[src/dcs_params.svh]
`ifndef DCS_PARAMS_SVH
`define DCS_PARAMS_SVH

// ----------------------------------------------------------------
// Command codes
// ----------------------------------------------------------------
`define DCS_CMD_RD_DATA   8'h0d
`define DCS_CMD_RD_CRC    8'h0e
`define DCS_CMD_STEP      8'h10
`define DCS_CMD_STUFF     8'h11
`define DCS_CMD_EXEC      8'h12

// ----------------------------------------------------------------
// Values and sizes
// ----------------------------------------------------------------
`define DCS_BLANK_BYTE    8'hff
`define DCS_BLANK_CRC     16'hffff
`define DCS_CRC_INIT      16'hffff
`define DCS_CRC_POLY      16'h1021
`define DCS_PMEM_BYTES    16'h1000
`define DCS_FIFO_DEPTH    8
`define DCS_MAX_INSTR     3'h5

`endif

[src/dcs_pkg.sv]
package dcs_pkg;

  typedef enum logic [3:0] {
    DCS_IDLE     = 4'h0,
    DCS_ADDR_HI  = 4'h1,
    DCS_ADDR_LO  = 4'h3,
    DCS_SIZE_HI  = 4'h2,
    DCS_SIZE_LO  = 4'h6,
    DCS_RD_ISSUE = 4'h7,
    DCS_RD_PUSH  = 4'h5,
    DCS_CRC_RUN  = 4'h4,
    DCS_CRC_HI   = 4'hc,
    DCS_CRC_LO   = 4'hd,
    DCS_OPCODE   = 4'hf,
    DCS_EXEC_LEN = 4'he,
    DCS_EXEC_BYT = 4'ha
  } dcs_state_t;

  // Instruction handed to the CPU; byte 0 sits in bits [39:32]
  typedef struct packed {
    logic [2:0]  len;
    logic [39:0] bytes;
  } dcs_instr_t;

endpackage

[src/dcs_top.sv]
`timescale 1ns/1ns
`include "dcs_params.svh"
module dcs_top (
  input  wire logic              mclk_in,
  input  wire logic              nrst_in,
  input  wire logic [7:0]        cmd_byte_in,
  input  wire logic              cmd_valid_in,
  output logic                   cmd_ready_out,
  output logic [7:0]             resp_byte_out,
  output logic                   resp_valid_out,
  input  wire logic              resp_ready_in,
  input  wire logic              debug_mode_in,
  input  wire logic              read_protect_in,
  output logic                   dmem_rd_out,
  output logic [15:0]            dmem_addr_out,
  input  wire logic [7:0]        dmem_data_in,
  output logic                   pmem_rd_out,
  output logic [15:0]            pmem_addr_out,
  input  wire logic [7:0]        pmem_data_in,
  output logic [7:0]             opcode_out,
  input  wire logic [2:0]        instr_len_in,
  output logic                   step_out,
  output logic                   stuff_out,
  output logic                   exec_out,
  output dcs_pkg::dcs_instr_t    instr_out
);

  // ----------------------------------------------------------------
  // Helpers
  // ----------------------------------------------------------------
  function automatic logic [15:0] crc_byte(input logic [15:0] c, input logic [7:0] d);
    logic [15:0] r;
    r = c;
    for (int i = 7; i >= 0; i--)
      r = {r[14:0], 1'b0} ^ ((r[15] ^ d[i]) ? `DCS_CRC_POLY : 16'h0000);
    return r;
  endfunction

  function automatic logic takes_byte(input dcs_pkg::dcs_state_t s);
    return (s == dcs_pkg::DCS_IDLE) || (s == dcs_pkg::DCS_ADDR_HI) ||
           (s == dcs_pkg::DCS_ADDR_LO) || (s == dcs_pkg::DCS_SIZE_HI) ||
           (s == dcs_pkg::DCS_SIZE_LO) || (s == dcs_pkg::DCS_OPCODE) ||
           (s == dcs_pkg::DCS_EXEC_BYT);
  endfunction

  // ----------------------------------------------------------------
  // State
  // ----------------------------------------------------------------
  dcs_pkg::dcs_state_t state_reg, state_next;
  logic [7:0]  cmd_reg, cmd_next;
  logic [15:0] addr_reg, addr_next;
  logic [16:0] cnt_reg, cnt_next;
  logic [15:0] crc_reg, crc_next;
  logic [15:0] pcnt_reg, pcnt_next;
  logic        pend_reg;
  logic [2:0]  icnt_reg, icnt_next;
  logic        dmem_rd_next, pmem_rd_next;
  logic        step_next, stuff_next, exec_next;
  logic [7:0]  opcode_next;
  dcs_pkg::dcs_instr_t instr_next;
  logic        push_valid;
  logic [7:0]  push_data;
  logic        fifo_ready;

  wire       rx         = cmd_valid_in && cmd_ready_out;
  wire       cpu_ok     = debug_mode_in && !read_protect_in;
  wire [2:0] len_eff    = (instr_len_in == 3'h0) ? 3'h1 :
                          (instr_len_in > `DCS_MAX_INSTR) ? `DCS_MAX_INSTR : instr_len_in;
  wire       crc_done   = (pcnt_reg == `DCS_PMEM_BYTES) && !pmem_rd_out && !pend_reg;
  wire [7:0] rd_byte    = debug_mode_in ? dmem_data_in : `DCS_BLANK_BYTE;
  wire [15:0] crc_final = debug_mode_in ? crc_reg : `DCS_BLANK_CRC;

  // ----------------------------------------------------------------
  // Command sequencer
  // ----------------------------------------------------------------
  always_comb
  begin
    state_next   = state_reg;
    cmd_next     = cmd_reg;
    addr_next    = addr_reg;
    cnt_next     = cnt_reg;
    crc_next     = crc_reg;
    pcnt_next    = pcnt_reg;
    icnt_next    = icnt_reg;
    opcode_next  = opcode_out;
    instr_next   = instr_out;
    dmem_rd_next = 1'b0;
    pmem_rd_next = 1'b0;
    step_next    = 1'b0;
    stuff_next   = 1'b0;
    exec_next    = 1'b0;
    push_valid   = 1'b0;
    push_data    = 8'h00;
    case (state_reg)
      dcs_pkg::DCS_IDLE:
      begin
        if (rx)
        begin
          cmd_next = cmd_byte_in;
          case (cmd_byte_in)
            `DCS_CMD_RD_DATA: state_next = dcs_pkg::DCS_ADDR_HI;
            `DCS_CMD_RD_CRC:
            begin
              crc_next   = `DCS_CRC_INIT;
              pcnt_next  = 16'h0000;
              state_next = debug_mode_in ? dcs_pkg::DCS_CRC_RUN
                                         : dcs_pkg::DCS_CRC_HI;
            end
            `DCS_CMD_STEP:  step_next  = cpu_ok;
            `DCS_CMD_STUFF: state_next = dcs_pkg::DCS_OPCODE;
            `DCS_CMD_EXEC:  state_next = dcs_pkg::DCS_OPCODE;
            default:        state_next = dcs_pkg::DCS_IDLE;
          endcase
        end
      end
      dcs_pkg::DCS_ADDR_HI: if (rx) begin addr_next[15:8] = cmd_byte_in;
        state_next = dcs_pkg::DCS_ADDR_LO; end
      dcs_pkg::DCS_ADDR_LO: if (rx) begin addr_next[7:0] = cmd_byte_in;
        state_next = dcs_pkg::DCS_SIZE_HI; end
      dcs_pkg::DCS_SIZE_HI: if (rx) begin cnt_next = {1'b0, cmd_byte_in, 8'h00};
        state_next = dcs_pkg::DCS_SIZE_LO; end
      dcs_pkg::DCS_SIZE_LO:
      begin
        if (rx)
        begin
          cnt_next   = {1'b0, cnt_reg[15:8], cmd_byte_in};
          if ({cnt_reg[15:8], cmd_byte_in} == 16'h0000)
            cnt_next = 17'h10000;
          state_next = dcs_pkg::DCS_RD_ISSUE;
        end
      end
      dcs_pkg::DCS_RD_ISSUE:
      begin
        // A slot must be free before the read starts; the FIFO only drains meanwhile
        if (fifo_ready)
        begin
          dmem_rd_next = debug_mode_in;
          state_next   = dcs_pkg::DCS_RD_PUSH;
        end
      end
      dcs_pkg::DCS_RD_PUSH:
      begin
        if (!dmem_rd_out)
        begin
          push_valid = 1'b1;
          push_data  = rd_byte;
          addr_next  = addr_reg + 16'h0001;
          cnt_next   = cnt_reg - 17'h00001;
          state_next = (cnt_reg == 17'h00001) ? dcs_pkg::DCS_IDLE
                                              : dcs_pkg::DCS_RD_ISSUE;
        end
      end
      dcs_pkg::DCS_CRC_RUN:
      begin
        // One byte per clock, so the wait tracks the memory size
        if (pcnt_reg != `DCS_PMEM_BYTES)
        begin
          pmem_rd_next = 1'b1;
          pcnt_next    = pcnt_reg + 16'h0001;
        end
        if (pend_reg)
          crc_next = crc_byte(crc_reg, pmem_data_in);
        if (crc_done)
          state_next = dcs_pkg::DCS_CRC_HI;
      end
      dcs_pkg::DCS_CRC_HI:
      begin
        push_valid = 1'b1;
        push_data  = crc_final[15:8];
        if (fifo_ready)
          state_next = dcs_pkg::DCS_CRC_LO;
      end
      dcs_pkg::DCS_CRC_LO:
      begin
        push_valid = 1'b1;
        push_data  = crc_final[7:0];
        if (fifo_ready)
          state_next = dcs_pkg::DCS_IDLE;
      end
      dcs_pkg::DCS_OPCODE:
      begin
        if (rx)
        begin
          opcode_next = cmd_byte_in;
          if (cmd_reg == `DCS_CMD_STUFF)
          begin
            stuff_next = cpu_ok;
            state_next = dcs_pkg::DCS_IDLE;
          end
          else
            state_next = dcs_pkg::DCS_EXEC_LEN;
        end
      end
      dcs_pkg::DCS_EXEC_LEN:
      begin
        // Decoder outside sees the registered opcode and answers with the length
        instr_next.len   = len_eff;
        instr_next.bytes = {opcode_out, 32'h0000_0000};
        icnt_next        = 3'h1;
        if (len_eff == 3'h1)
        begin
          exec_next  = debug_mode_in;
          state_next = dcs_pkg::DCS_IDLE;
        end
        else
          state_next = dcs_pkg::DCS_EXEC_BYT;
      end
      dcs_pkg::DCS_EXEC_BYT:
      begin
        if (rx)
        begin
          instr_next.bytes[6'(39 - 8 * icnt_reg) -: 8] = cmd_byte_in;
          icnt_next = icnt_reg + 3'h1;
          if (icnt_reg + 3'h1 == instr_out.len)
          begin
            exec_next  = debug_mode_in;
            state_next = dcs_pkg::DCS_IDLE;
          end
        end
      end
      default: state_next = dcs_pkg::DCS_IDLE;
    endcase
  end

  // ----------------------------------------------------------------
  // Registers
  // ----------------------------------------------------------------
  always_ff @(posedge mclk_in or negedge nrst_in)
  begin
    if (!nrst_in)
    begin
      state_reg     <= dcs_pkg::DCS_IDLE;
      cmd_reg       <= 8'h00;
      addr_reg      <= 16'h0000;
      cnt_reg       <= 17'h00000;
      crc_reg       <= `DCS_CRC_INIT;
      pcnt_reg      <= 16'h0000;
      pend_reg      <= 1'b0;
      icnt_reg      <= 3'h0;
      cmd_ready_out <= 1'b0;
      dmem_rd_out   <= 1'b0;
      dmem_addr_out <= 16'h0000;
      pmem_rd_out   <= 1'b0;
      pmem_addr_out <= 16'h0000;
      opcode_out    <= 8'h00;
      step_out      <= 1'b0;
      stuff_out     <= 1'b0;
      exec_out      <= 1'b0;
      instr_out     <= '0;
    end
    else
    begin
      state_reg     <= state_next;
      cmd_reg       <= cmd_next;
      addr_reg      <= addr_next;
      cnt_reg       <= cnt_next;
      crc_reg       <= crc_next;
      pcnt_reg      <= pcnt_next;
      pend_reg      <= pmem_rd_out;
      icnt_reg      <= icnt_next;
      cmd_ready_out <= takes_byte(state_next);
      dmem_rd_out   <= dmem_rd_next;
      dmem_addr_out <= addr_reg;
      pmem_rd_out   <= pmem_rd_next;
      pmem_addr_out <= pcnt_reg;
      opcode_out    <= opcode_next;
      step_out      <= step_next;
      stuff_out     <= stuff_next;
      exec_out      <= exec_next;
      instr_out     <= instr_next;
    end
  end

  // ----------------------------------------------------------------
  // Response buffer
  // ----------------------------------------------------------------
  dcs_fifo #(
    .WIDTH (8),
    .DEPTH (`DCS_FIFO_DEPTH)
  ) u_resp_fifo (
    .mclk_in      (mclk_in),
    .nrst_in      (nrst_in),
    .wr_valid_in  (push_valid),
    .wr_data_in   (push_data),
    .wr_ready_out (fifo_ready),
    .rd_valid_out (resp_valid_out),
    .rd_data_out  (resp_byte_out),
    .rd_ready_in  (resp_ready_in)
  );

endmodule

[src/dcs_fifo.sv]
`timescale 1ns/1ns
module dcs_fifo #(
  parameter int WIDTH = 8,
  parameter int DEPTH = 8
) (
  input  wire logic             mclk_in,
  input  wire logic             nrst_in,
  input  wire logic             wr_valid_in,
  input  wire logic [WIDTH-1:0] wr_data_in,
  output logic                  wr_ready_out,
  output logic                  rd_valid_out,
  output logic [WIDTH-1:0]      rd_data_out,
  input  wire logic             rd_ready_in
);
  localparam int AW = $clog2(DEPTH);

  logic [WIDTH-1:0] mem_reg [DEPTH];
  logic [AW-1:0]    wptr_reg;
  logic [AW-1:0]    rptr_reg;
  logic [AW:0]      cnt_reg;

  // Output stage is a register of its own, so the head word leaves storage
  wire push = wr_valid_in && wr_ready_out;
  wire load = (cnt_reg != '0) && (!rd_valid_out || rd_ready_in);

  assign wr_ready_out = (cnt_reg != (AW+1)'(DEPTH));

  always_ff @(posedge mclk_in or negedge nrst_in)
  begin
    if (!nrst_in)
    begin
      wptr_reg     <= '0;
      rptr_reg     <= '0;
      cnt_reg      <= '0;
      rd_valid_out <= 1'b0;
      rd_data_out  <= '0;
    end
    else
    begin
      if (push)
      begin
        mem_reg[wptr_reg] <= wr_data_in;
        wptr_reg          <= wptr_reg + 1'b1;
      end
      if (load)
      begin
        rd_data_out <= mem_reg[rptr_reg];
        rptr_reg    <= rptr_reg + 1'b1;
      end
      if (load)
        rd_valid_out <= 1'b1;
      else if (rd_ready_in)
        rd_valid_out <= 1'b0;
      cnt_reg <= cnt_reg + (AW+1)'(push) - (AW+1)'(load);
    end
  end
endmodule

[config.mk]
export PLATFORM = sky130hd
export DESIGN_NAME = dcs_top
export DESIGN_NICKNAME = d
export VERILOG_FILES = /design/src/dcs_pkg.sv /design/src/dcs_top.sv /design/src/dcs_fifo.sv
export VERILOG_INCLUDE_DIRS = /design/src /design/src/src
export SDC_FILE = /design/constraint.sdc
export NUM_CORES = 1
export LEC_CHECK = 0
export ABC_AREA = 0
export BUFFER_PORTS_ARGS = -buffer_cell sky130_fd_sc_hd__buf_2
export CAP_MARGIN = 20
export CORE_MARGIN = 2
export CORE_UTILIZATION = 23
export CTS_BUF_LIST = sky130_fd_sc_hd__clkbuf_8
export CTS_CLUSTER_DIAMETER = 40
export DETAILED_ROUTE_END_ITERATION = 8
export GPL_TIMING_DRIVEN = 0
export SETUP_SLACK_MARGIN = 0.05
export SYNTH_ARGS = -nofsm -noshare
export SYNTH_HDL_FRONTEND = slang
export SYNTH_HIERARCHICAL = 1
export SYNTH_SLANG_ARGS = --single-unit
[constraint.sdc]
create_clock -name mclk_in -period 3.3 [get_ports mclk_in]
set_input_delay 0.495 -clock mclk_in [delete_from_list [all_inputs] [get_ports mclk_in]]
set_output_delay 0.495 -clock mclk_in [all_outputs]
set_load 0.005 [all_outputs]
==> run metrics <==
DRC viols=0; CP max stage cell=nor3_1; Avg WL per Cell=17.6 µm; worst-case reg-to-reg path depth=7; Sink Count=253; Fin Clk Skew=34.8 ps; Fmax=353 MHz; share of layout cells above drive strength 1=25.6%; Crit path max-delay family=simple AND/OR/NAND/NOR gates; clk slew on worst S/H paths=60 ps; Filler Cells Inserted=5182; unrepaired setup endpoints after global routing=false; Max-slew headroom=30.7%; Main synth FF type=dfrtp_1; Crit path largest cell delay=590 ps; ANT nets after route=0; largest cells by area after synthesis=dfrtp_1, edfxtp_1, dfstp_2; CTS Buf Count=53; crit path cell chain=nand4bb_1, clkbuf_1, nor2_1, or2_2, nand2_8, nor3_1, buf_2; total core area=50200 µm²; Post-Synthesis Cells=1006; pin count of the biggest net entering global routing=106; global-route wire length before repair=52300 µm; Final HPWL DP=23600 µm; Yosys warning total=6; antenna violations before repair=4; Final #Nets=1253; Horiz. Die Dim=229 µm; Post-synth EDFFs=64; dpl ws=439 ps; 1st-pass router iterations=4; area leader, netlist=dfrtp_1; post-CTS setup buffer count=0; Synth Net Count=1059; Clock Tree Buf Depth=3; VDD IR max=0.376 mV; Total GRT Usage=12.8%; worst hold path type=input pin to flip-flop; Async S/R FF share, synth=74.7%; Clock Latency Late Sink=630 ps; Fin Setup TNS=0 ps; Internal=7.67 mW; post-synthesis register bit count=253; outcome=completed; fin crit period=2840 ps; Via density=4.65; WL met2=15600 µm; I/O Buffers=129; Power, Total=12.0 mW; CP endpoint kind=flip-flop; sw power=4.30 mW; Detailed Route WL=33700 µm; hold depth=2; vias=8901; Leakage=5.93 nW; final global-route overflow total=0; Crit Path Max Fanout=7; placed instance count=1815; TritonCTS clock tree=done; die area=52600 µm²; Worst EP required=3630 ps; most numerous cell in the Yosys netlist=dfrtp_1; Setup Viol. Count Final=0; post-synth cell types=85; Root Driver=clkbuf_8; Final period util=85.9%; sequential area share after synthesis=57.1%; slack of the critical path=465 ps; path type of the worst setup path=flip-flop to flip-flop; synth cell count leaders=dfrtp_1, nor2_1, nand2_1, edfxtp_1, a21oi_1; Metal-1 WL=15000 µm; IO Pins=131; max cap viols=0; Post-Syn Area=11700 µm²; CP startpoint kind=flip-flop; Worst path depth=7; H-tree level count=2; multi-input combinational cell area=4650 µm²; Area growth, synth to finish=23.4%; register share of total power=39.8%; sw frac=35.9%; die outline height=229 µm; Critical path buffers and inverters=2; power per cell area=831 nW/µm²; syn_area_per_cell=11.6 µm²; number of core rows=82; Max Used Layer=met5; Fin. Hold Viols=0; worst-margin pin slew=1030 ps; initial core utilization=23.3%; met3 wire len=2300 µm; combinational share of power=31.2%; max reg flops=64; post-synth top area share=37.1%; clock share of power=29.0%; Layout Cells excl Fill=1913; vias in the first global route=9092; register area=6670 µm²; Final Wtd Congestion=0.837; Starting DRT DRC Count=547; Pins Over Slew Limit=0; Arr. time, crit path=3170 ps
worst reg2reg max path, delay by kind of cell, from the launching register on:
kind | cells | cell delay (ps)
AND/OR/NAND/NOR | 5 | 1560
buffers and inverters | 2 | 560
flip-flops | 1 | 440
power by group through the flow:
stage | sequential [mW] | combinational, mW | clock, mW
floorplan | 4.64 | 2.59 | 0
global placement | 4.78 | 3.66 | 0
detailed placement | 4.80 | 3.74 | 0
CTS | 4.76 | 3.76 | 3.59
global route | 4.88 | 4.15 | 3.75
finish | 4.76 | 3.73 | 3.48
area by class of cell:
cell class,instances,area share [%]
flip-flops and latches,253,46.3
multi-input cells,674,32.3
well taps,672,5.84
clock buffers,60,5.73
repair buffers,139,5.19
plain buffers,57,2.03
clock inverters,34,2.02
inverters,22,0.573
diodes,2,0.0347
cell usage in the layout (no fill, tap or decap), types with 6 or more instances in the layout:
cell type	netlist	layout
xor2_1	20	20
nand2b_1	11	11
nand2_1	75	75
a21oi_1	46	46
mux2i_1	16	16
a22oi_1	11	11
dfrtp_1	173	173
inv_1	20	31
buf_4	0	6
a22o_1	44	44
o21ai_0	44	44
a221o_1	8	8
buf_2	10	140
o22a_1	7	7
xnor2_1	27	27
mux2_2	28	28
and3_1	11	11
clkinv_2	0	9
a211oi_1	8	8
nor2_1	91	91
nor3_1	17	17
clkinvlp_4	0	6
nor4_1	12	9
o22ai_1	15	15
clkbuf_8	0	60
a31oi_1	21	21
nand4_1	13	13
dfstp_2	16	16
o31ai_2	8	8
clkbuf_1	39	39
edfxtp_1	64	64
nand3_1	26	26
ha_1	19	19
kinds of logic after synthesis:
kind of cell    count (synthesis)  share of synthesized area (%)
simple gates                  308                           13.6
mux                            51                           4.84
compound gates                247                           15.3
flops                         253                           57.1
fa+ha+maj                      20                           2.21
xor+xnor                       48                           3.72
buf+inv                        79                           3.21
metrics by stage:
| step | util, % | hold slack (ps) | area [µm²] |
|---|---|---|---|
| after floorplan | - | 199 | 11700 |
| after global placement | 26.2 | 399 | 13200 |
| after detailed placement | 26.4 | 390 | 13300 |
| after CTS | 28.7 | 22.6 | 14400 |
| after global routing | 28.7 | 40.8 | 14400 |
| final | 28.7 | 70.1 | 14400 |
layer usage:
| metal | GRT usage (%) | up-vias |
|---|---|---|
| li1 | - | 4109 |
| met1 | 16.8 | 4423 |
| met2 | 20.2 | 306 |
| met3 | 3.47 | 61 |
| met4 | 4.22 | 2 |
| met5 | 0 | - |
timing repair:
action | in CTS | in global routing
gates resized for setup | 0 | 0
hold buffers | 1 | 0
hold endpoints to repair | 68 | 0
worst paths after layout:
kind / to / slack [ps] / startpoint
worst min register to register: dmem_addr_out[13] / 410 / addr_reg[13]
min in group asynchronous: u_resp_fifo/rptr_reg[2] / 470 / nrst_in
worst max-delay path: u_resp_fifo/mem_reg[0][2] / 460 / state_reg[1]
worst min-delay path: stuff_out / 70 / read_protect_in
max in group asynchronous: dmem_addr_out[15] / 1830 / nrst_in
worst max register to register: u_resp_fifo/mem_reg[0][2] / 460 / state_reg[1]
(Power assumes the default switching activity.)
